--- src/ipr_pkg.sv ---
// package: register map, field layout and reset values of the priority bank
package ipr_pkg;

   // ------------------------------------------------------------
   // register map
   // ------------------------------------------------------------
   localparam int IPR_NUM_REGS = 8;
   localparam int IPR_FIELDS = 4;
   localparam int IPR_FW = 3;
   localparam int IPR_SLOTS = IPR_NUM_REGS * IPR_FIELDS;
   localparam int IPR_AW = 8;

   localparam logic [IPR_AW-1:0] IPR_OFS_CTRL2 = 8'h00;
   localparam logic [IPR_AW-1:0] IPR_OFS_CTRL3 = 8'h04;
   localparam logic [IPR_AW-1:0] IPR_OFS_CTRL4 = 8'h08;
   localparam logic [IPR_AW-1:0] IPR_OFS_CTRL5 = 8'h0c;
   localparam logic [IPR_AW-1:0] IPR_OFS_CTRL6 = 8'h10;
   localparam logic [IPR_AW-1:0] IPR_OFS_CTRL7 = 8'h14;
   localparam logic [IPR_AW-1:0] IPR_OFS_CTRL8 = 8'h18;
   localparam logic [IPR_AW-1:0] IPR_OFS_CTRL9 = 8'h1c;
   localparam logic [IPR_AW-1:0] IPR_OFS [IPR_NUM_REGS] = '{
      IPR_OFS_CTRL2, IPR_OFS_CTRL3, IPR_OFS_CTRL4, IPR_OFS_CTRL5,
      IPR_OFS_CTRL6, IPR_OFS_CTRL7, IPR_OFS_CTRL8, IPR_OFS_CTRL9};
   localparam logic [1:0] IPR_WORD_LSB = 2'h0;

   // ------------------------------------------------------------
   // field layout: fields at 14-12, 10-8, 6-4, 2-0
   // ------------------------------------------------------------
   localparam int IPR_FIELD_STRIDE = 4;
   localparam logic [15:0] IPR_IMPL_MASK [IPR_NUM_REGS] = '{
      16'h7777, 16'h0777, 16'h7777, 16'h7707,
      16'h7777, 16'h7777, 16'h7777, 16'h0007};
   localparam logic [15:0] IPR_RESET_PATTERN = 16'h4444;
   localparam logic [IPR_FW-1:0] IPR_FIELD_RESET = 3'h4;
   localparam logic [IPR_FW-1:0] IPR_FIELD_OFF = 3'h0;
   localparam logic [IPR_FW-1:0] IPR_FIELD_TOP = 3'h7;

   // can sources: event and receive fields of priority_control_8
   localparam int IPR_CAN_REG = 6;
   localparam logic [IPR_FIELDS-1:0] IPR_CAN_FIELDS = 4'hc;

   // ------------------------------------------------------------
   // bus responses
   // ------------------------------------------------------------
   localparam logic [1:0] IPR_RESP_OKAY = 2'h0;
   localparam logic [1:0] IPR_RESP_SLVERR = 2'h2;

endpackage

--- src/ipr_regs.sv ---
// module: interrupt priority register bank behind an axi4-lite slave
`timescale 1ns/1ps
module ipr_regs
   import ipr_pkg::*;
#(
   parameter bit CAN_PRESENT = 1'b1
) (
   input wire logic i_clk_sys,
   input wire logic i_sys_rst,
   input wire logic i_clk_en,
   input wire logic [IPR_AW-1:0] i_s_axi_awaddr,
   input wire logic i_s_axi_awvalid,
   output logic o_s_axi_awready,
   input wire logic [31:0] i_s_axi_wdata,
   input wire logic [3:0] i_s_axi_wstrb,
   input wire logic i_s_axi_wvalid,
   output logic o_s_axi_wready,
   output logic [1:0] o_s_axi_bresp,
   output logic o_s_axi_bvalid,
   input wire logic i_s_axi_bready,
   input wire logic [IPR_AW-1:0] i_s_axi_araddr,
   input wire logic i_s_axi_arvalid,
   output logic o_s_axi_arready,
   output logic [31:0] o_s_axi_rdata,
   output logic [1:0] o_s_axi_rresp,
   output logic o_s_axi_rvalid,
   input wire logic i_s_axi_rready,
   output logic [IPR_SLOTS*IPR_FW-1:0] o_slot_level,
   output logic [IPR_SLOTS-1:0] o_slot_active
);

   // ------------------------------------------------------------
   // helpers
   // ------------------------------------------------------------
   function automatic logic [IPR_NUM_REGS:0] decode(
      input logic [IPR_AW-1:0] addr);
      logic [IPR_NUM_REGS:0] hit;
      hit = '0;
      for (int k = 0; k < IPR_NUM_REGS; k++) begin
         if ({addr[IPR_AW-1:2], IPR_WORD_LSB} == IPR_OFS[k]) begin
            hit[k] = 1'b1;
         end
      end
      hit[IPR_NUM_REGS] = (hit[IPR_NUM_REGS-1:0] != '0);
      return hit;
   endfunction

   function automatic logic [2:0] index_of(input logic [IPR_NUM_REGS:0] hit);
      logic [2:0] idx;
      idx = '0;
      for (int k = 0; k < IPR_NUM_REGS; k++) begin
         if (hit[k]) begin
            idx = 3'(k);
         end
      end
      return idx;
   endfunction

   // ------------------------------------------------------------
   // write channel capture
   // ------------------------------------------------------------
   logic aw_held_reg;
   logic w_held_reg;
   logic [IPR_AW-1:0] aw_addr_reg;
   logic [15:0] w_data_reg;
   logic [1:0] w_strb_reg;
   logic bvalid_reg;
   logic [1:0] bresp_reg;
   logic do_write;
   logic [IPR_NUM_REGS:0] wr_hit;
   logic [2:0] wr_idx;
   logic [15:0] pri_reg [IPR_NUM_REGS];

   // readies drop with the clock enable so no beat is lost while frozen
   assign o_s_axi_awready = i_clk_en && !aw_held_reg && !bvalid_reg;
   assign o_s_axi_wready = i_clk_en && !w_held_reg && !bvalid_reg;
   assign do_write = i_clk_en && aw_held_reg && w_held_reg && !bvalid_reg;
   assign wr_hit = decode(aw_addr_reg);
   assign wr_idx = index_of(wr_hit);

   always_ff @(posedge i_clk_sys or posedge i_sys_rst) begin
      if (i_sys_rst) begin
         aw_held_reg <= 1'b0;
         aw_addr_reg <= '0;
      end else if (i_clk_en) begin
         if (o_s_axi_awready && i_s_axi_awvalid) begin
            aw_held_reg <= 1'b1;
            aw_addr_reg <= i_s_axi_awaddr;
         end else if (do_write) begin
            aw_held_reg <= 1'b0;
         end
      end
   end

   always_ff @(posedge i_clk_sys or posedge i_sys_rst) begin
      if (i_sys_rst) begin
         w_held_reg <= 1'b0;
         w_data_reg <= '0;
         w_strb_reg <= '0;
      end else if (i_clk_en) begin
         if (o_s_axi_wready && i_s_axi_wvalid) begin
            w_held_reg <= 1'b1;
            w_data_reg <= i_s_axi_wdata[15:0];
            w_strb_reg <= i_s_axi_wstrb[1:0];
         end else if (do_write) begin
            w_held_reg <= 1'b0;
         end
      end
   end

   always_ff @(posedge i_clk_sys or posedge i_sys_rst) begin
      if (i_sys_rst) begin
         bvalid_reg <= 1'b0;
         bresp_reg <= IPR_RESP_OKAY;
      end else if (i_clk_en) begin
         if (do_write) begin
            bvalid_reg <= 1'b1;
            bresp_reg <= wr_hit[IPR_NUM_REGS] ? IPR_RESP_OKAY : IPR_RESP_SLVERR;
         end else if (i_s_axi_bready) begin
            bvalid_reg <= 1'b0;
         end
      end
   end

   // a frozen slave shows no answer, so no beat is taken while it stands
   assign o_s_axi_bvalid = bvalid_reg && i_clk_en;
   assign o_s_axi_bresp = bresp_reg;

   // ------------------------------------------------------------
   // priority registers
   // ------------------------------------------------------------
   always_ff @(posedge i_clk_sys or posedge i_sys_rst) begin
      if (i_sys_rst) begin
         for (int k = 0; k < IPR_NUM_REGS; k++) begin
            // every implemented field starts at level 4
            pri_reg[k] <= IPR_RESET_PATTERN & IPR_IMPL_MASK[k];
         end
      end else if (i_clk_en && do_write && wr_hit[IPR_NUM_REGS]) begin
         // byte lanes above the 16-bit word carry nothing
         for (int b = 0; b < 2; b++) begin
            if (w_strb_reg[b]) begin
               pri_reg[wr_idx][b*8 +: 8] <=
                  w_data_reg[b*8 +: 8] & IPR_IMPL_MASK[wr_idx][b*8 +: 8];
            end
         end
      end
   end

   // ------------------------------------------------------------
   // read channel
   // ------------------------------------------------------------
   logic rvalid_reg;
   logic [15:0] rdata_reg;
   logic [1:0] rresp_reg;
   logic [2:0] rd_idx_reg;
   logic [IPR_NUM_REGS:0] rd_hit;

   assign o_s_axi_arready = i_clk_en && !rvalid_reg;
   assign rd_hit = decode(i_s_axi_araddr);

   always_ff @(posedge i_clk_sys or posedge i_sys_rst) begin
      if (i_sys_rst) begin
         rvalid_reg <= 1'b0;
         rdata_reg <= '0;
         rresp_reg <= IPR_RESP_OKAY;
         rd_idx_reg <= '0;
      end else if (i_clk_en) begin
         if (o_s_axi_arready && i_s_axi_arvalid) begin
            rvalid_reg <= 1'b1;
            rd_idx_reg <= index_of(rd_hit);
            if (rd_hit[IPR_NUM_REGS]) begin
               rdata_reg <= pri_reg[index_of(rd_hit)];
               rresp_reg <= IPR_RESP_OKAY;
            end else begin
               rdata_reg <= '0;
               rresp_reg <= IPR_RESP_SLVERR;
            end
         end else if (i_s_axi_rready) begin
            rvalid_reg <= 1'b0;
         end
      end
   end

   assign o_s_axi_rvalid = rvalid_reg && i_clk_en;
   assign o_s_axi_rresp = rresp_reg;
   assign o_s_axi_rdata = {16'h0000, rdata_reg};

   // ------------------------------------------------------------
   // per-source levels
   // ------------------------------------------------------------
   // slot 4*r+f is field f (f=0 at bits 2-0) of register r
   always_comb begin
      o_slot_level = '0;
      o_slot_active = '0;
      for (int r = 0; r < IPR_NUM_REGS; r++) begin
         for (int f = 0; f < IPR_FIELDS; f++) begin
            o_slot_level[(r*IPR_FIELDS+f)*IPR_FW +: IPR_FW] =
               pri_reg[r][f*IPR_FIELD_STRIDE +: IPR_FW];
            // a variant without can forces its sources off
            if (!CAN_PRESENT && r == IPR_CAN_REG && IPR_CAN_FIELDS[f]) begin
               o_slot_level[(r*IPR_FIELDS+f)*IPR_FW +: IPR_FW] = IPR_FIELD_OFF;
            end
            // level 0 never competes; 1..7 rank in binary order
            o_slot_active[r*IPR_FIELDS+f] =
               o_slot_level[(r*IPR_FIELDS+f)*IPR_FW +: IPR_FW]
               != IPR_FIELD_OFF;
         end
      end
   end

   // ------------------------------------------------------------
   // checks
   // ------------------------------------------------------------
   logic unimpl_set;
   always_comb begin
      unimpl_set = 1'b0;
      for (int k = 0; k < IPR_NUM_REGS; k++) begin
         if ((pri_reg[k] & ~IPR_IMPL_MASK[k]) != '0) begin
            unimpl_set = 1'b1;
         end
      end
   end
endmodule

--- config.mk ---
export PLATFORM = sky130hd
export DESIGN_NAME = ipr_regs
export DESIGN_NICKNAME = d
export VERILOG_FILES = /design/src/ipr_pkg.sv /design/src/ipr_regs.sv
export SDC_FILE = /design/constraint.sdc
export NUM_CORES = 1
export LEC_CHECK = 0
export BUFFER_PORTS_ARGS = -buffer_cell sky130_fd_sc_hd__clkbuf_2
export CORE_ASPECT_RATIO = 0.9
export CORE_MARGIN = 5
export CORE_UTILIZATION = 47
export CTS_CLUSTER_SIZE = 24
export DETAILED_ROUTE_END_ITERATION = 7
export PLACE_DENSITY = 0.76
export SYNTH_ARGS = -nofsm -noshare
export SYNTH_HDL_FRONTEND = slang
export SYNTH_SLANG_ARGS = --single-unit
--- constraint.sdc ---
create_clock -name i_clk_sys -period 11.6 [get_ports i_clk_sys]
set_input_delay 0.58 -clock i_clk_sys [delete_from_list [all_inputs] [get_ports i_clk_sys]]
set_output_delay 0.58 -clock i_clk_sys [all_outputs]
set_load 0.1 [all_outputs]
Word-level counts from Yosys, hierarchy flattened

Memory sizes are Yosys's and may differ from the RTL's.
Cells that the tools add are included.

Flip-flop bits (word level): 178
ROM bits: 128
Input port bits: 60
Output and inout port bits: 169
Logic and storage cells: 165
Memories: 1

Memories:

| name             | words | bits a word | read ports | clocked after Yosys merged registers in | write ports | RTL line        | RTL |
|---|---|---|---|---|---|---|---|
| (name not given) | 8     | 16          | 1          | 0                                       | 0           | ipr_regs.sv:143 | `w_data_reg[b*8 +: 8] & IPR_IMPL_MASK[wr_idx][b*8 +: 8];` |

Magnitude comparators: 3
Equality and inequality tests: 14
Mux-type cells: 57
Bitwise logic cells: 4
Reduce and logical (&&, ||, !) cells: 68

Operator list:

| operator           | count |
|---|---|
| $mux 128           | 3 |
| $bwmux 128         | 2 |
| $demux 16 s3       | 2 |
| $mux 16            | 6 |
| $reduce_bool 3->1  | 32 |
| $bmux 16 s3        | 1 |
| $eq 6x3->1 const B | 8 |
| $mux 3             | 15 |
| $mux 1             | 25 |
| $eq 6x2->1 const B | 4 |
| $and 8x8->8        | 2 |
| $logic_and 1x1->1  | 16 |
| $reduce_and 2->1   | 8 |
| $reduce_bool 8->1  | 2 |
| $eq 6x1->1 const B | 2 |
| $logic_not 6->1    | 2 |
| $ge 4x4->1 const B | 2 |
| $mux 8             | 1 |
| $not 3->4          | 2 |
| $reduce_bool 2->1  | 4 |
| $logic_not 1->1    | 4 |
| $lt 4x1->1 const B | 1 |
| $mux 2             | 2 |

Longest topological paths before layout

Gate-level depths: netlist of run 1.

Depth in word-level cells: 19
Gate-level depth with buffers: 7
Gate-level depth less buffers: 4

Worst setup path before layout of run 1

OpenSTA, ideal clock, no wires.

Path type: input to register
From: in i_clk_en
To: reg w_data_reg[0]
Setup time: 0.125 ns
Arrival: 3.137 ns
Required time: 11.475 ns
Setup slack: 8.338 ns
Stages: 7
Path buffers: 3
Path through: buf_2 > nand2b_1 > nor2_1 > and2_1 > clkbuf_1 > buf_2 > mux2_2

Cells in the longest elaborated chain, start to end: 4

RTL lines:

| item                           | RTL line        | RTL |
|---|---|---|
| start, declared                | ipr_regs.sv:10  | `input wire logic i_clk_en,` |
| $logic_and 1x1->1 (2 in a row) | ipr_regs.sv:76  | `assign o_s_axi_wready = i_clk_en && !w_held_reg && !bvalid_reg;` |
| net o_s_axi_wready             | ipr_regs.sv:17  | `output logic o_s_axi_wready,` |
| $logic_and 1x1->1              | ipr_regs.sv:101 | `if (o_s_axi_wready && i_s_axi_wvalid) begin` |
| $reduce_and 2->1 (no line)     | -               |  |
| end signal, assigned           | ipr_regs.sv:103 | `w_data_reg <= i_s_axi_wdata[15:0];` |
| end, declared                  | ipr_regs.sv:65  | `logic [15:0] w_data_reg;` |

The timed path passes the listed nets, and every way through them passes these cells.
A chain may end at the register's enable or synchronous reset.

Final worst setup path of run 1

From: in i_s_axi_araddr[2]
To: reg rdata_reg[6]

Cells in the longest elaborated chain, start to end: 17
Elaborated cells on any way between the ends: 32
Those cells by class: 7 x eq/ne; 22 x mux; 1 x bitwise; 2 x reduce/logical

RTL lines:

| item                                       | RTL line        | RTL |
|---|---|---|
| start, declared                            | ipr_regs.sv:21  | `input wire logic [IPR_AW-1:0] i_s_axi_araddr,` |
| $eq 6x1->1                                 | ipr_regs.sv:40  | `if ({addr[IPR_AW-1:2], IPR_WORD_LSB} == IPR_OFS[k]) begin` |
| $mux 1                                     | ipr_regs.sv:40  |  |
| $mux 1                                     | ipr_regs.sv:52  | `if (hit[k]) begin` |
| $mux 3 (6 in a row)                        | ipr_regs.sv:52  |  |
| $mux 3                                     | ipr_regs.sv:171 | `if (rd_hit[IPR_NUM_REGS]) begin` |
| $mux 3                                     | ipr_regs.sv:168 | `if (o_s_axi_arready && i_s_axi_arvalid) begin` |
| $mux 3                                     | ipr_regs.sv:167 | `end else if (i_clk_en) begin` |
| $not 3->4 (implied by the code)            | ipr_regs.sv:172 | `rdata_reg <= pri_reg[index_of(rd_hit)];` |
| $bmux 16 s3                                | ipr_regs.sv:172 |  |
| $mux 16 (implied by the code) (2 in a row) | ipr_regs.sv:172 |  |
| $mux 16 (*)                                | ipr_regs.sv:171 |  |
| end signal, assigned                       | ipr_regs.sv:172 |  |
| end, declared                              | ipr_regs.sv:153 | `logic [15:0] rdata_reg;` |

Every way passes the cells marked *; elsewhere a longest branch is shown, timed or not. The select of a mux whose other input is x is not followed.

==> results.txt, run 1 <==
The flow ran to the end, and the final reports show no timing, DRC or antenna violations. The number of antenna violations at the first check in global routing was 0. The ratio of final minimum period to clock period is 21.91%. The count of cells along the worst register-to-register path came out at 4. The number of global-route vias before repair came out at 5,088. On the final layout, the worst clock skew is 0.005502 ns.

Ranked by total cell area, the synthesized netlist is headed by sky130_fd_sc_hd__dfrtp_1, sky130_fd_sc_hd__dfstp_2, sky130_fd_sc_hd__mux2_2. Entering global routing, the biggest net connects 75 pins. The worst register-to-register path begins at bvalid_reg.

During I/O placement, the number of pins put on the boundary was 229. The initial detailed-routing violation count came out at 483. The count of standard-cell rows is 40. The final setup violation count is 0. The maximum clock path buffer count is 2.

The layout net count came out at 811. The launching element of the worst setup path is i_s_axi_araddr[2]. The number of hold violations in the final report came to 0.

The starting density of the core came out at 48.20%. Summing the sequential cell areas from Yosys gives 52.78% of the chip area. The core footprint is 0.01341 mm2. The static leakage came out at 4.028 nW. The measured slew at the worst slew-check pin is 1.136 ns. The height of the chip came out at 121.3 um. The number of violations of the max-capacitance limit came out at 0. The die area came out at 0.01620 mm2. The cell sitting at the root of the clock tree is a sky130_fd_sc_hd__clkbuf_16. After synthesis the cells add up to 0.006465 mm2. The top cell type by area accounts for 41.80% of the synthesized area. Counting flops with an async set or reset pin after synthesis yields a share of 100.0%. In this run the critical register-to-register path is captured at o_slot_level[84]. The number of synthesized flops with an enable pin is 0. The final routed wire length divided by cell count is 20.05 um. Setup slack on the worst reg-to-reg path comes out at 9.26 ns. The DRC violation count after routing came out at 0.

The tree built by TritonCTS fans out to 135 sinks. Cells with a size suffix above 1 make up 39.76% of the layout. The warning count from the yosys run is 0. The number of vias in the routed layout is 5,202. After detailed routing, the number of vias per cell comes to 5.594. The clock reaches the later pin of the worst-skew pair after 0.42 ns. After filler insertion, the fill cell instance count of the layout stands at 1,152. The critical-path maximum fanout is 37. The flip-flop cell with the highest count after synthesis is sky130_fd_sc_hd__dfrtp_1.

From left edge to right edge, the die measures 133.6 um. Compared with the post-synthesis result, the final layout area differs by 22.49%. The first-pass GRT wire length is 29,080 um. The non-filler instance count after layout is 930. The number of gates resized after cts came out at 0. The peak supply drop is 201.2 uV. For this run, the top clock speed supported by timing is 0.3934 GHz.

The final setup TNS came out at 0 ns. The routability congestion estimate is 0.8424. The register with the most flip-flops in the layout has 96 of them.

The HPWL reported at the end of detailed placement is 13,830 um. The fraction of the core area covered by cells at the end of the flow is 59.04%. Buffers placed on the I/O ports in this run total 182. Yosys instantiated no cell more often than sky130_fd_sc_hd__dfrtp_1.

The synthesized instance count came out at 583. In this run the remaining antenna-violating nets after routing total 0. The startpoint-to-endpoint class of the critical path is in -> reg. The routed wire length is 18,650 um. The final count of pins violating max slew is 0. The post-CTS repair timing setup buffer count came out at 0.

The worst endpoint required time came out at 11.88 ns. The commonest cells after synthesis are sky130_fd_sc_hd__dfrtp_1, sky130_fd_sc_hd__nand2_1, sky130_fd_sc_hd__o21ai_0. STA classifies the critical path startpoint as an input pin. The number of placed instances with taps included came out at 900.

Each instance of the synthesized netlist takes up on average 11.09 um2. Data on the critical path arrives at its endpoint at 2.82 ns. The count of TritonRoute iterations in the first routing pass is 5.

The biggest area contributor in the post-synthesis netlist is sky130_fd_sc_hd__dfrtp_1. The count of state elements after synthesis came out at 135. The worst slew slack as a fraction of its limit came out at 24.08%. The number of hold buffers added after CTS came out at 0. Clock tree synthesis inserted a total of 17 buffers.

The category of the worst setup path capture point is a flip-flop. The number of levels the H-tree was split into came out at 4. The number of distinct library cells after synthesis came out at 43. The time the worst path needs with I/O delays and setup is 2.542 ns. The clock transition time at the flip-flop clock pins of the worst setup and hold paths is 0.05 ns.

The power per standard cell area came out at 326.1 mW/mm2. Global routing finished with a remaining overflow of 0. Setup repair after global routing left no endpoint under its margin. The global-route usage over all layers came out at 23.33%. The number of inserted diodes came out at 0. The path category of the worst min-delay check is in -> async. The design draws 0.002583 W. TritonCTS built the clock tree.
==> where the power goes <==
part | switching, W | total (W) | internal (W)
registers | 0.000123 | 0.000714 | 0.000591
clock network | 0.000192 | 0.000541 | 0.000349
logic | 0.00111 | 0.00133 | 0.000213
total | 0.00143 | 0.00258 | 0.00115
==> cell type report <==
class,instances,area (um2),area share (%)
sequential,135,3412,43.09
tap,168,210.2,2.654
clock inverter,2,60.06,0.7584
multi-input combinational,398,2725,34.41
timing repair buffer,184,925.9,11.69
inverter,15,58.81,0.7426
clock buffer,28,526.8,6.652
==> routing by layer <==
metal / global-route usage (%) / vias to the layer above / wire length, um
li1: - / 2379 / -
met1: 32.95 / 2548 / 8394
met2: 35.41 / 253 / 8446
met3: 6.882 / 22 / 1567
met4: 6.105 / 0 / 242
met5: 0 / - / 0
==> layout by cell type, fill, tap and decap left out, drive strengths merged, types with 15 or more instances in the layout <==
cell type,instances
conb,20
inv,15
nand2,72
mux2,53
clkbuf,210
o21ai,53
or3,38
nor2b,17
mux2i,28
dfstp,27
dfrtp,108
==> metrics by stage <==
| step | cell area [um2] | setup WS [ns] | hold WS, ns |
|---|---|---|---|
| floorplan | 6536 | 7.454 | 0.4806 |
| global placement | 7332 | 8.725 | 0.4666 |
| detailed placement | 7332 | 8.679 | 0.4749 |
| CTS | 7919 | 9.110 | 0.3174 |
| global route | 7919 | 8.930 | 0.3141 |
| finish | 7919 | 9.058 | 0.2723 |
==> cells by family after synthesis <==
| kind of cell | after synthesis | synth area share (%) |
|---|---|---|
| XOR/XNOR | 1 | 0.1355 |
| AO/OA/AOI/OAI | 105 | 10.06 |
| AND/OR/NAND/NOR | 189 | 15.48 |
| other | 1 | 0.05801 |
| multiplexers | 83 | 15.31 |
| buffers and inverters | 69 | 6.174 |
| flip-flops | 135 | 52.78 |
==> worst max path at each step <==
stage	endpoint	slack [ns]	depth (start not counted)
2_1_floorplan	aw_addr_reg[2]	7.45	1
3_3_place_gp	rdata_reg[6]	8.72	6
3_5_place_dp	rdata_reg[4]	8.68	6
4_1_cts	rdata_reg[2]	9.11	6
5_1_grt	rdata_reg[2]	8.93	6
6_report	rdata_reg[6]	9.06	6
==> worst max-delay path, cell delays in order <==
cell	delay, ns
sky130_fd_sc_hd__clkbuf_2	0.07
sky130_fd_sc_hd__buf_4	0.46
sky130_fd_sc_hd__nor2b_1	0.96
sky130_fd_sc_hd__a221oi_1	0.26
sky130_fd_sc_hd__a32oi_1	0.33
sky130_fd_sc_hd__o21ai_0	0.13
(Power assumes the default switching activity.)
==> run 2: changes to the inputs <==
==> constraint.sdc (replaced) <==
create_clock -name i_clk_sys -period 2.5 [get_ports i_clk_sys]
set_input_delay 0.125 -clock i_clk_sys [delete_from_list [all_inputs] [get_ports i_clk_sys]]
set_output_delay 0.125 -clock i_clk_sys [all_outputs]
set_load 0.1 [all_outputs]
==> run 2 against run 1 <==
Effect of this change: count of clock-buffer cells in the layout shrank 4; sequential share of layout area shrank 2.0 points; critical path depth shrank 2; global-route usage shrank 0.35 points; final cell count grew 3.8%; die area is the same; worst hold slack lost 0.23 ns; clock power grew to 4.9 times the previous value; via count grew 2.2%; non-clock buffer count grew 33; routed wire length shrank 1.6%; core utilization grew 2.9 points; critical path type is now reg -> reg; largest cell class unchanged; highest routed layer unchanged.
==> results.txt, run 2 (synthesis results as in run 1) <==
The flow ran to the end, and the final reports show no timing, DRC or antenna violations. The delay of the slowest cell on the worst path is 0.52 ns (-0.44 ns). The number of levels the H-tree was split into was 4 (unchanged).

The die area is 0.01620 mm2 (unchanged). The power share of the sequential group is 27.2% (-0.4 points). The root buffer cell is sky130_fd_sc_hd__clkbuf_16. The kind of cell with the highest combined delay along the critical path is simple AND/OR/NAND/NOR gates.

The HPWL reported at the end of detailed placement is 13,770 um (-0.46%). The number of inserted diodes is 0 (unchanged). The measured slew at the worst slew-check pin came to 0.7431 ns (-0.3934 ns). The finished layout cell area came out at 0.008308 mm2 (+4.9%). The design internal power came out at 0.005553 W (+380%). The final clock skew is 0.009257 ns (+0.003755 ns). The routed wire length is 18,350 um (-1.6%). The signal arrival time at the worst endpoint was 2.50 ns (-0.32 ns).

The buffering stage count on the worst path with inverters included came out at 0 (-2). The layout net count was 844 (+4.1%). The fraction of power consumed by the clock network is 21.9% (+0.9 points). The clock buffer count from CTS came out at 17 (unchanged). The number of violations of the max-capacitance limit was 0 (unchanged). The post-CTS repair timing setup buffer count was 0 (unchanged).

The critical path in this run is classified as reg -> reg. Leaving out fill and tap cells, the most frequent cell in the layout is sky130_fd_sc_hd__clkbuf_2. The initial detailed-routing violation count came out at 457 (-5.4%).

The number of vias in the routed layout came out at 5,318 (+2.2%). The clock transition time at the flip-flop clock pins of the worst setup and hold paths is 0.06 ns (about the same). The area growth from synthesis to layout is 28.51%. The global-route usage over all layers is 22.98% (-0.35 points). The count of TritonRoute iterations in the first routing pass was 5 (unchanged). The remaining global-route overflow came to 0 (unchanged). The min-delay analysis places its worst path in the category in -> reg. The layout filler cell count is 1,096 (-4.9%). The net switching share of the total power is 54.41% (-0.98 points). The height of the chip is 121.3 um (unchanged).

The static leakage came out at 4.201 nW (+4.3%). The maximum clock rate is 0.4525 GHz. The largest net degree at the start of global routing came out at 136 (+81%). The part of the power in combinational logic came to 51.0% (-0.4 points). The starting density of the core came to 48.20% (unchanged). The power per standard cell area is 1466 mW/mm2 (+350%). The critical-path maximum fanout came out at 10 (-73%). The peak supply drop came to 955.4 uV (+370%). The final routed wire length divided by cell count came out at 19.02 um (-5.2%). The remaining number of nets flagged by the antenna check after routing is 0 (unchanged). The final count of pins violating max slew is 0 (unchanged).

The worst slew slack as a fraction of its limit is 50.08% (+26 points). STA classifies the critical path endpoint as a flip-flop. The time the worst path needs with I/O delays and setup came out at 2.210 ns. The number of clock sinks seen by CTS is 135 (unchanged). The final setup violation count is 0 (unchanged). The total cell area at the placement stage came to 0.007433 mm2 (+1.4%). The maximum clock path buffer count came out at 2 (unchanged). Traced cell by cell, the critical path runs through or3_1 -> or3_1 -> nor2_2 -> mux2_2.

The routability congestion estimate is 0.9017 (+7.0%). The horizontal die dimension is 133.6 um (unchanged). Setup repair after global routing left no endpoint under its margin.

The number of hold violations in the final report came out at 0 (unchanged). TritonCTS built the clock tree. The power spent charging and discharging nets is 0.006628 W (+360%). The core footprint came out at 0.01341 mm2 (unchanged).

The DRC violation count after routing came out at 0 (unchanged). The number of antenna violations at the first check in global routing came out at 0 (unchanged). The worst endpoint required time came out at 2.79 ns (-9.09 ns). The top cell types in the final layout, fill and taps aside, are sky130_fd_sc_hd__clkbuf_2, sky130_fd_sc_hd__dfrtp_1, sky130_fd_sc_hd__nand2_1. The cell that appears most often on the critical path is sky130_fd_sc_hd__or3_1.

The fraction of layout cells with a size suffix above 1 came out at 40.03% (+0.26 points). Of the available clock period, the critical path in the final layout requires 88.40%. The count of standard-cell rows was 40 (unchanged). The insertion delay to the later sink of the worst-skew pair is 0.41 ns (about the same). The fraction of the core area covered by cells at the end of the flow came out at 61.94% (+2.9 points).

The first-pass GRT wire length is 29,080 um (about the same). The cell type of the slowest stage on the worst timing path is sky130_fd_sc_hd__or3_1. The count of port buffers added during placement is 182 (unchanged). The flip-flop count of the largest register after layout came out at 96 (unchanged). The number of global-route vias before repair was 5,186 (+1.9%).

The critical path startpoint category is a flip-flop. The total I/O pin count came out at 229 (unchanged). The post-detailed-route via-to-cell ratio is 5.511 (-1.5%).
## run 2: area by class of cell
class | instances | area, um2 | share of cell area [%]
flip-flops and latches | 135 | 3412 | 41.07
multi-input cells | 398 | 2733 | 32.89
repair buffers | 217 | 1259 | 15.15
clock buffers | 24 | 491.7 | 5.919
well taps | 168 | 210.2 | 2.530
clock inverters | 8 | 142.6 | 1.717
inverters | 15 | 60.06 | 0.7229
## run 2: per-layer routing
layer / GRT usage (%) / wire [um]
met1: 32.41 / 8114
met2: 35.31 / 8523
met3: 7.007 / 1589
met4: 4.820 / 125
met5: 0 / 0
## run 2: worst min-delay path, stage by stage
cell and delay (ns):
sky130_fd_sc_hd__clkbuf_2 0.11, sky130_fd_sc_hd__a21oi_1 0.06, sky130_fd_sc_hd__a21oi_1 0.11
## run 2: path summary, 6_finish.rpt
check | endpoint | cells after the start | slack [ns] | start
worst max register to register | o_slot_level[84] | 4 | 0.29 | aw_addr_reg[7]
max in group asynchronous | o_slot_level[79] | 4 | 1.49 | i_sys_rst
min in group asynchronous | rdata_reg[11] | 4 | 0.46 | i_sys_rst
worst max-delay path | o_slot_level[84] | 4 | 0.29 | aw_addr_reg[7]
worst min register to register | rdata_reg[5] | 2 | 0.48 | rdata_reg[5]
worst min-delay path | rvalid_reg | 3 | 0.04 | i_s_axi_arvalid
## run 2: stage by stage
stage	power, W	hold WS [ns]	instances	worst slack [ns]	TNS [ns]
floorplan	0.008475	0.2107	602	-0.02714	-0.2443
global placement	0.009424	0.3009	909	0.3240	0
detailed placement	0.009526	0.2976	909	0.3084	0
CTS	0.01224	0.02420	965	0.2897	0
global route	0.01264	0.04178	965	0.1972	0
finish	0.01218	0.04267	965	0.2899	0
## run 2: power by group through the flow
stage,clock network (W),logic (W),registers (W)
detailed placement,0,0.00619,0.00334
finish,0.00266,0.00621,0.00331
global route,0.00281,0.00644,0.00339
global placement,0,0.00613,0.00329
CTS,0.00271,0.00623,0.00330
floorplan,0,0.00318,0.00529
## run 2: repair_timing
action,4_1_cts,5_1_grt
hold buffers,24,0
resized for setup,0,0
hold endpoints to repair,131,0
